### config.mk
export PLATFORM = sky130hd
export DESIGN_NAME = ccr_exec
export DESIGN_NICKNAME = d
export VERILOG_FILES = /design/src/logic/ccr_pkg.sv /design/src/logic/ccr_stack_if.sv /design/src/logic/ccr_stack.sv /design/src/logic/ccr_exec.sv
export SDC_FILE = /design/constraint.sdc
export NUM_CORES = 1
export LEC_CHECK = 0
export BUFFER_PORTS_ARGS = -buffer_cell sky130_fd_sc_hd__buf_2
export CORE_MARGIN = 4
export CORE_UTILIZATION = 35
export CTS_BUF_LIST = sky130_fd_sc_hd__clkbuf_8
export DETAILED_ROUTE_END_ITERATION = 10
export PLACE_DENSITY_LB_ADDON = 0.25
export SLEW_MARGIN = 0
export SYNTH_ARGS = -nofsm -noshare
export SYNTH_HDL_FRONTEND = slang
export SYNTH_SLANG_ARGS = --single-unit
### constraint.sdc
create_clock -name clk_i -period 8.5 [get_ports clk_i]
set_input_delay 0 -clock clk_i [delete_from_list [all_inputs] [get_ports clk_i]]
set_output_delay 0 -clock clk_i [all_outputs]
set_load 0.02 [all_outputs]
### src/logic/ccr_pkg.sv
// Shared constants and types for the call / reset / return execution block.
// Assumes a core clock at 100 MHz and four clock phases per instruction cycle.
package ccr_pkg;

  // Widths
  localparam int PC_W    = 21;
  localparam int STK_DEP = 31;
  localparam int PTR_W   = 5;

  // Register byte offsets on the Wishbone slave
  localparam logic [7:0] A_INSTR  = 8'h00;
  localparam logic [7:0] A_PC     = 8'h04;
  localparam logic [7:0] A_WORK   = 8'h08;
  localparam logic [7:0] A_FLAGS  = 8'h0C;
  localparam logic [7:0] A_BANK   = 8'h10;
  localparam logic [7:0] A_SHADOW = 8'h14;
  localparam logic [7:0] A_IRQEN  = 8'h18;
  localparam logic [7:0] A_PCLAT  = 8'h1C;
  localparam logic [7:0] A_STACK  = 8'h20;
  localparam logic [7:0] A_ENGINE = 8'h24;

  // Field positions
  localparam int F_SH_FLAGS = 8;   // SHADOW[12:8]
  localparam int F_SH_BANK  = 16;  // SHADOW[19:16]
  localparam int F_HIGH_EN  = 0;   // IRQEN bits
  localparam int F_LOW_EN   = 1;
  localparam int F_RET_LOW  = 2;
  localparam int F_PCU      = 8;   // PCLAT[12:8]
  localparam int F_BUSY     = 0;   // ENGINE bits
  localparam int F_CYC2     = 1;
  localparam int F_PHASE    = 2;
  localparam int F_BAD_OP   = 4;
  localparam int F_REFUSED  = 5;
  localparam int F_PTR      = 8;

  // Instruction encodings
  localparam logic [15:0] OPC_CALL_MASK = 16'hF800;
  localparam logic [15:0] OPC_CALL_VAL  = 16'hD800;
  localparam logic [15:0] OPC_RETI_MASK = 16'hFFFE;
  localparam logic [15:0] OPC_RETI_VAL  = 16'h0010;
  localparam logic [15:0] OPC_SRST      = 16'h00FF;
  localparam logic [20:0] PC_STEP       = 21'h0_0002;

  // Instruction cycle phases
  localparam logic [1:0] PH_Q1 = 2'h0;
  localparam logic [1:0] PH_Q2 = 2'h1;
  localparam logic [1:0] PH_Q4 = 2'h3;

  typedef enum logic [2:0] {OP_NONE, OP_CALL, OP_RETI, OP_SRST, OP_OTHER} ccr_op_t;

  typedef struct packed {
    logic [PC_W-1:0] pc;
    logic [7:0]      work;
    logic [4:0]      flags;
    logic [3:0]      bank;
    logic [7:0]      work_sh;
    logic [4:0]      flags_sh;
    logic [3:0]      bank_sh;
    logic            global_high_irq_enable;
    logic            peripheral_low_irq_enable;
    logic            ret_low;
    logic [4:0]      pcu;
    logic [7:0]      pch;
    logic [15:0]     opcode;
    ccr_op_t         op;
    logic            busy;
    logic            cyc2;
    logic [1:0]      phase;
    logic            bad_op;
    logic            refused;
    logic            ack;
    logic [31:0]     dat;
  } ccr_state_t;

  // Reset value of every field is zero
  localparam ccr_state_t ST_RESET = '0;

  // Classifies an opcode
  function automatic ccr_op_t ccr_decode(input logic [15:0] opc);
    if ((opc & OPC_CALL_MASK) == OPC_CALL_VAL) return OP_CALL;
    if ((opc & OPC_RETI_MASK) == OPC_RETI_VAL) return OP_RETI;
    if (opc == OPC_SRST) return OP_SRST;
    return OP_OTHER;
  endfunction

endpackage

### src/logic/ccr_stack_if.sv
// Interface between the execution engine and its return stack.
// Assumes both ends share one clock; push and pop are one-cycle strobes.
`timescale 1ns/100ps
interface ccr_stack_if;
  logic                     push;
  logic                     pop;
  logic                     clr;
  logic [ccr_pkg::PC_W-1:0] wdata;
  logic [ccr_pkg::PC_W-1:0] top;
  logic [ccr_pkg::PTR_W-1:0] ptr;
  logic                     full;
  logic                     empty;

  modport ctl (output push, pop, clr, wdata, input top, ptr, full, empty);
  modport mem (input push, pop, clr, wdata, output top, ptr, full, empty);
endinterface

### src/logic/ccr_stack.sv
// Return stack of 31 program-counter words with a pointer.
// Assumes the engine never asks for push and pop in the same cycle.
`timescale 1ns/100ps
module ccr_stack (
  // Clock and reset
  input  wire logic clk_i,
  input  wire logic rst_i,
  // Engine side
  ccr_stack_if.mem  stk
);

  typedef struct packed {
    logic [ccr_pkg::PTR_W-1:0] ptr;
  } ccr_stk_state_t;

  ccr_stk_state_t            s_r;
  ccr_stk_state_t            s_nxt;
  logic [ccr_pkg::PC_W-1:0]  mem_r [1:ccr_pkg::STK_DEP];

  // Pointer moves; push when full and pop when empty are ignored
  always_comb begin
    s_nxt = s_r;
    if (stk.clr) begin
      s_nxt.ptr = '0;
    end else if (stk.push && !stk.full) begin
      s_nxt.ptr = s_r.ptr + 5'h1;
    end else if (stk.pop && !stk.empty) begin
      s_nxt.ptr = s_r.ptr - 5'h1;
    end
  end

  always_ff @(posedge clk_i) begin
    if (rst_i) begin
      s_r <= '0;
    end else begin
      s_r <= s_nxt;
    end
  end

  // Storage is written at the slot the pointer moves to
  always_ff @(posedge clk_i) begin
    if (stk.push && !stk.full && !stk.clr) begin
      mem_r[s_nxt.ptr] <= stk.wdata;
    end
  end

  // Flags and top word
  assign stk.ptr   = s_r.ptr;
  assign stk.full  = (s_r.ptr == 5'(ccr_pkg::STK_DEP));
  assign stk.empty = (s_r.ptr == '0);
  assign stk.top   = stk.empty ? '0 : mem_r[s_r.ptr];

endmodule

### src/logic/ccr_exec.sv
// Execution of relative call, software reset and return from interrupt.
// Assumes a classic Wishbone master; each instruction cycle is four clocks.
//
// The placing of the registers and register access over Wishbone were decided locally.
`timescale 1ns/100ps

// What this block does
// - relative call loads PC with call address plus 2 plus twice signed offset.
// - relative call pushes call address plus 2 onto the return stack.
// - software reset returns all state except Wishbone ack and read data to master-clear reset values.
// - interrupt return pops stack top into PC, sets high or low enable.
// - with fast-return bit set, restore work, flags and bank from shadows.
// - interrupt return never touches the upper and high PC latches.
module ccr_exec (
  // Clock and reset
  input  wire logic        clk_i,
  input  wire logic        rst_i,
  // Wishbone slave
  input  wire logic        wb_cyc_i,
  input  wire logic        wb_stb_i,
  input  wire logic        wb_we_i,
  input  wire logic [7:0]  wb_adr_i,
  input  wire logic [3:0]  wb_sel_i,
  input  wire logic [31:0] wb_dat_i,
  output logic      [31:0] wb_dat_o,
  output logic             wb_ack_o,
  // Core status
  output logic      [20:0] pc_o,
  output logic             busy_o,
  output logic             global_high_irq_enable_o,
  output logic             peripheral_low_irq_enable_o
);

  ccr_pkg::ccr_state_t s_r;
  ccr_pkg::ccr_state_t s_nxt;
  ccr_stack_if         stk ();

  logic                call_push;
  logic                reti_pop;
  logic                soft_clr;

  // Byte-lane merge of a write into the current register value
  function automatic logic [31:0] ccr_merge(input logic [31:0] old_v,
                                            input logic [31:0] new_v,
                                            input logic [3:0]  sel);
    logic [31:0] r;
    r = old_v;
    for (int i = 0; i < 4; i++) begin
      if (sel[i]) r[i*8 +: 8] = new_v[i*8 +: 8];
    end
    return r;
  endfunction

  // Call target from the call address and the 11-bit signed offset
  function automatic logic [20:0] ccr_call_target(input logic [20:0] pc,
                                                  input logic [10:0] off);
    logic [20:0] off2;
    off2 = {{9{off[10]}}, off, 1'b0};
    return pc + ccr_pkg::PC_STEP + off2;
  endfunction

  // Return stack
  ccr_stack u_stack (
    .clk_i (clk_i),
    .rst_i (rst_i),
    .stk   (stk)
  );

  // Stack requests from the engine
  assign stk.push  = call_push;
  assign stk.pop   = reti_pop;
  assign stk.clr   = soft_clr;
  assign stk.wdata = s_r.pc + ccr_pkg::PC_STEP;

  // Next state: bus access, then instruction engine
  always_comb begin
    logic [31:0] rd;
    logic [31:0] wv;
    logic        wr;
    logic        last;
    logic [31:0] w1c;
    rd        = '0;
    w1c       = '0;
    wv        = '0;
    wr        = 1'b0;
    last      = 1'b0;
    s_nxt     = s_r;
    call_push = 1'b0;
    reti_pop  = 1'b0;
    soft_clr  = 1'b0;

    // Read decode; unmapped addresses read zero
    case (wb_adr_i)
      ccr_pkg::A_INSTR:  rd[15:0] = s_r.opcode;
      ccr_pkg::A_PC:     rd[20:0] = s_r.pc;
      ccr_pkg::A_WORK:   rd[7:0]  = s_r.work;
      ccr_pkg::A_FLAGS:  rd[4:0]  = s_r.flags;
      ccr_pkg::A_BANK:   rd[3:0]  = s_r.bank;
      ccr_pkg::A_SHADOW: begin
        rd[7:0]                        = s_r.work_sh;
        rd[ccr_pkg::F_SH_FLAGS +: 5]   = s_r.flags_sh;
        rd[ccr_pkg::F_SH_BANK +: 4]    = s_r.bank_sh;
      end
      ccr_pkg::A_IRQEN: begin
        rd[ccr_pkg::F_HIGH_EN] = s_r.global_high_irq_enable;
        rd[ccr_pkg::F_LOW_EN]  = s_r.peripheral_low_irq_enable;
        rd[ccr_pkg::F_RET_LOW] = s_r.ret_low;
      end
      ccr_pkg::A_PCLAT: begin
        rd[7:0]                = s_r.pch;
        rd[ccr_pkg::F_PCU +: 5] = s_r.pcu;
      end
      ccr_pkg::A_STACK:  rd[20:0] = stk.top;
      ccr_pkg::A_ENGINE: begin
        rd[ccr_pkg::F_BUSY]       = s_r.busy;
        rd[ccr_pkg::F_CYC2]       = s_r.cyc2;
        rd[ccr_pkg::F_PHASE +: 2] = s_r.phase;
        rd[ccr_pkg::F_BAD_OP]     = s_r.bad_op;
        rd[ccr_pkg::F_REFUSED]    = s_r.refused;
        rd[ccr_pkg::F_PTR +: 5]   = stk.ptr;
      end
      default: rd = '0;
    endcase

    // Ack one cycle after the request; data latched with it
    s_nxt.ack = wb_cyc_i && wb_stb_i && !s_r.ack;
    if (s_nxt.ack) s_nxt.dat = rd;

    // Writes land on the edge where the master sees ack
    wr = wb_cyc_i && wb_stb_i && wb_we_i && s_r.ack;
    wv = ccr_merge(rd, wb_dat_i, wb_sel_i);
    // Clear bits count only in the byte lanes actually written
    w1c = ccr_merge(32'h0000_0000, wb_dat_i, wb_sel_i);
    if (wr) begin
      case (wb_adr_i)
        ccr_pkg::A_INSTR: begin
          if (s_r.busy) begin
            s_nxt.refused = 1'b1;
          end else begin
            s_nxt.opcode = wv[15:0];
            s_nxt.op     = ccr_pkg::ccr_decode(wv[15:0]);
            s_nxt.busy   = 1'b1;
            s_nxt.cyc2   = 1'b0;
            s_nxt.phase  = ccr_pkg::PH_Q1;
            if (s_nxt.op == ccr_pkg::OP_OTHER) s_nxt.bad_op = 1'b1;
          end
        end
        ccr_pkg::A_PC:     s_nxt.pc    = wv[20:0];
        ccr_pkg::A_WORK:   s_nxt.work  = wv[7:0];
        ccr_pkg::A_FLAGS:  s_nxt.flags = wv[4:0];
        ccr_pkg::A_BANK:   s_nxt.bank  = wv[3:0];
        ccr_pkg::A_SHADOW: begin
          s_nxt.work_sh  = wv[7:0];
          s_nxt.flags_sh = wv[ccr_pkg::F_SH_FLAGS +: 5];
          s_nxt.bank_sh  = wv[ccr_pkg::F_SH_BANK +: 4];
        end
        ccr_pkg::A_IRQEN: begin
          s_nxt.global_high_irq_enable    = wv[ccr_pkg::F_HIGH_EN];
          s_nxt.peripheral_low_irq_enable = wv[ccr_pkg::F_LOW_EN];
          s_nxt.ret_low = wv[ccr_pkg::F_RET_LOW];
        end
        ccr_pkg::A_PCLAT: begin
          s_nxt.pch = wv[7:0];
          s_nxt.pcu = wv[ccr_pkg::F_PCU +: 5];
        end
        ccr_pkg::A_ENGINE: begin
          // Write one to clear; a refusal in the same cycle is not possible
          if (w1c[ccr_pkg::F_BAD_OP])  s_nxt.bad_op  = 1'b0;
          if (w1c[ccr_pkg::F_REFUSED]) s_nxt.refused = 1'b0;
        end
        default: ;
      endcase
    end

    // Instruction engine, one phase per clock
    if (s_r.busy) begin
      s_nxt.phase = s_r.phase + 2'h1;
      last        = (s_r.phase == ccr_pkg::PH_Q4);
      case (s_r.op)
        ccr_pkg::OP_CALL: begin
          if (!s_r.cyc2 && s_r.phase == ccr_pkg::PH_Q2) call_push = 1'b1;
          if (!s_r.cyc2 && last) s_nxt.pc = ccr_call_target(s_r.pc, s_r.opcode[10:0]);
        end
        ccr_pkg::OP_RETI: begin
          if (!s_r.cyc2 && last) begin
            reti_pop = 1'b1;
            s_nxt.pc = stk.top;
            if (s_r.ret_low) s_nxt.peripheral_low_irq_enable = 1'b1;
            else             s_nxt.global_high_irq_enable    = 1'b1;
            if (s_r.opcode[0]) begin
              s_nxt.work  = s_r.work_sh;
              s_nxt.flags = s_r.flags_sh;
              s_nxt.bank  = s_r.bank_sh;
            end
          end
        end
        ccr_pkg::OP_SRST: begin
          if (s_r.phase == ccr_pkg::PH_Q2) begin
            soft_clr    = 1'b1;
            s_nxt       = ccr_pkg::ST_RESET;
            s_nxt.ack   = wb_cyc_i && wb_stb_i && !s_r.ack;
            s_nxt.dat   = s_nxt.ack ? rd : s_r.dat;
            last        = 1'b0;
          end
        end
        default: ;
      endcase
      // two-cycle ops run an idle second cycle
      if (last) begin
        if ((s_r.op == ccr_pkg::OP_CALL || s_r.op == ccr_pkg::OP_RETI) && !s_r.cyc2) begin
          s_nxt.cyc2 = 1'b1;
        end else begin
          s_nxt.busy = 1'b0;
          s_nxt.cyc2 = 1'b0;
        end
      end
    end
  end

  // State register
  always_ff @(posedge clk_i) begin
    if (rst_i) begin
      s_r <= ccr_pkg::ST_RESET;
    end else begin
      s_r <= s_nxt;
    end
  end

  // Outputs straight from state
  assign wb_dat_o = s_r.dat;
  assign wb_ack_o = s_r.ack;
  assign pc_o     = s_r.pc;
  assign busy_o   = s_r.busy;
  assign global_high_irq_enable_o    = s_r.global_high_irq_enable;
  assign peripheral_low_irq_enable_o = s_r.peripheral_low_irq_enable;

endmodule

==> results.md <==
- Outcome: finished clean
- TritonCTS clock tree: done
- Maximum vdd drop: 0.104 mV
- Layout Cells excl Fill: 3898
- Total CTS buffers: 135
- Cell breakdown of the critical path: buf_4, buf_4, mux4_2, a221oi_1, o22ai_1, a22oi_1, o221ai_1, nor3_1, o21ai_1, a31o_1, dlygate4sd3_1
- Fill count: 8926
- Leak: 0.0124 uW
- Power per cell area: 190 nW/um^2
- Fin area: 39000 sq um
- Startpoint Class: register
- Top-level I/O count: 106
- Most frequent CP cell: buf_4
- Hold_buf cts: 53
- Async set or reset register ratio after synthesis: 0
- Post-Synthesis Cells: 2327
- Synth-to-Final Area Change: 14.3%
- Synth unique cells: 97
- Global route overflow: 0
- Die area: 103000 sq um
- Worst-Skew Late Latency: 0.82 ns
- Post-synthesis sequential element count: 774
- Final-report max-slew violation count: 0
- Top Usage Layer GRT: met2
- DRC errors left: 0
- Port Buffer Count: 82
- Die width: 320 microns
- Net count, final: 2598
- Max transition margin: 0.184
- Via Count: 22100
- Number of flops mapped to enable cells by yosys: 651
- Hold path cells: 5
- Final period utilization: 0.662
- Largest net degree at the start of global routing: 57
- Cells after DPL: 3610
- Setup Slack @ Placement: 3.46 ns
- Number of global-route vias before repair: 21700
- Syn avg cell area: 14.7 sq um
- Initial DRC count: 2257
- Worst hold path class: in2reg
- Bufs and invs on worst path: 3
- Clock Tree Buf Depth: 3
- Drt pass-1 iters: 6
- Ys Warns: 0
- Worst Path Arrival: 6.32 ns
- Max Cap Viol: 0
- Yosys top cell area share: 0.573
- Layout Skew: 0.0469 ns
- Clock Sinks: 774
- Die height: 320 microns
- Final setup fails: 0
- Yosys top cell by area: edfxtp_1
- Post-route setup slack: 2.87 ns
- Via density: 5.66
- Largest stage delay, worst path: 0.88 ns
- Register area share after synthesis: 0.645
- Placer Congestion: 0.894
- Setup TNS: 0 ns
- Cell family with most CP delay: compound AO/OA/AOI/OAI gates
- Met3 Usage GRT: 0.0366
- CP required: 9.19 ns
- Post-CTS Resized: 0
- Critical path endpoint category: register
- Met1 GRT Util: 0.271
- Crit. path cell count: 11
- Synth Flop Type: edfxtp_1
- Routed WL per cell: 27.4 microns
- Crit-path max FO: 40
- Crit path kind: reg2reg
- Hold Vio Cnt, Final: 0
- Post CTS Setup Buffer Count: 0
- DRT antenna net count: 0
- R2R depth: 11
- CTS clk-pin slew, worst paths: 0.06 ns
- Final min period: 5.63 ns
- WHS: 0.176 ns
- RSZ-0062 raised after global routing: false
- H-tree levels: 4
- Core area: 96700 sq um
- Multi-input gate area: 11200 sq um
- Area after DPL: 35900 sq um
- Register area: 22000 sq um
- Mapped cell area: 34100 sq um
- Initial Util: 0.353
- First-pass GRT wire length: 154 mm
- Row count: 114
- Slowest CP cell: dfxtp_4
- Met2 usage: 0.343
- Wirelength, routed: 107 mm
- Tot GR Track Use: 0.205
- Ranking of synthesized cells by area: edfxtp_1 57%, dfxtp_1 7.2%, mux4_2 7.0%, mux2i_1 3.3%, nor2_1 2.2%
- Initial antenna violation count: 4
- Worst-margin pin slew: 1.21 ns
- Layout cells sized above 1: 0.212
- Clock root cell: clkbuf_8
- Detailed Place HPWL: 68.9 mm
- Fmax: 0.178 GHz
[layout by cell type, fill, tap and decap left out, types with 53 or more instances in the layout]
| master | netlist | routed |
|---|---|---|
| edfxtp_1 | 651 | 651 |
| mux4_2 | 106 | 106 |
| inv_1 | 10 | 67 |
| dfxtp_1 | 123 | 119 |
| mux2i_1 | 113 | 113 |
| dlygate4sd3_1 | 0 | 53 |
| nand2_1 | 166 | 166 |
| a21oi_1 | 113 | 112 |
| buf_2 | 10 | 82 |
| o21ai_0 | 88 | 88 |
| buf_4 | 60 | 89 |
| nor2_1 | 196 | 164 |
| clkbuf_8 | 2 | 137 |
[through the flow]
stage               total power [uW]   util
global placement                4250  0.372
floorplan                       4210      -
CTS                             7460  0.403
finish                          7390  0.403
global route                    7660  0.403
detailed placement              4250  0.372
[worst register-to-register path, cell delays in order, from the launching register on]
cell,delay (ns)
dfxtp_4,0.88
buf_4,0.71
buf_4,0.46
mux4_2,0.54
a221oi_1,0.32
o22ai_1,0.27
a22oi_1,0.57
o221ai_1,0.37
nor3_1,0.53
o21ai_1,0.16
a31o_1,0.19
dlygate4sd3_1,0.54
[path summary, 6_finish.rpt]
| path | startpoint | end | slack [ns] |
|---|---|---|---|
| setup / recovery | u_stack.stk.ptr[0] | s_r[34] | 2.87 |
| hold / removal | wb_adr_i[2] | s_r[63] | 0.18 |
| setup reg to reg | u_stack.stk.ptr[0] | s_r[34] | 2.87 |
| hold reg to reg | s_r[57] | s_r[57] | 0.46 |
[cells in the mapped netlist (12+ instances only)]
library cell / number
a211oi_1: 29
a21o_1: 12
a21oi_1: 113
a221oi_1: 24
a22oi_1: 39
a31oi_1: 16
and3_1: 21
buf_1: 14
buf_4: 60
buf_6: 12
clkbuf_1: 63
dfxtp_1: 123
edfxtp_1: 651
ha_1: 24
mux2_2: 30
mux2i_1: 113
mux4_1: 25
mux4_2: 106
nand2_1: 166
nand2b_1: 16
nand3_1: 51
nor2_1: 196
nor3_1: 27
o21ai_0: 88
o22ai_1: 15
xnor2_1: 21
xor2_1: 15
[power by group]
| part | switching, uW | internal (uW) |
|---|---|---|
| clock | 1600 | 1600 |
| sequential | 3.66 | 4060 |
| combinational | 80.6 | 42.8 |
| total | 1690 | 5700 |
[state kept, by name, indices dropped and copies added (netlist names)]
name / cells
u_stack.mem_r: 651
u_stack.stk.ptr: 5
wb_dat_o: 21
wb_ack_o: 1
busy_o: 1
global_high_irq_enable_o: 1
peripheral_low_irq_enable_o: 1
pc_o: 21
s_r: 72
[per-layer routing]
metal	share of wire	up-vias	wire length (microns)
met5	0	-	0
met4	0.028	0	2960
met3	0.067	178	7200
met2	0.49	982	52400
met1	0.41	11400	44200
li1	-	9532	-
[area by class of cell]
type                       instances  area share
sequential                       774       0.565
clock inverter                    97      0.0157
multi-input combinational       1371       0.286
timing repair buffer             225      0.0418
tap                             1276      0.0410
antenna                            1   0.0000642
clock buffer                     137      0.0484
inverter                          17     0.00164
[logic make-up after synthesis]
family,Yosys count,share of synthesized area
DFF,774,0.645
buffers and inverters,192,0.0361
muxes,275,0.133
xor gates and xnor gates,36,0.00924
adders and majority gates,25,0.00939
AOI/OAI and AO/OA,451,0.0881
other,1,0.000110
and+or+nand+nor,573,0.0791
Note: power is estimated with default switching activity, not from simulation.
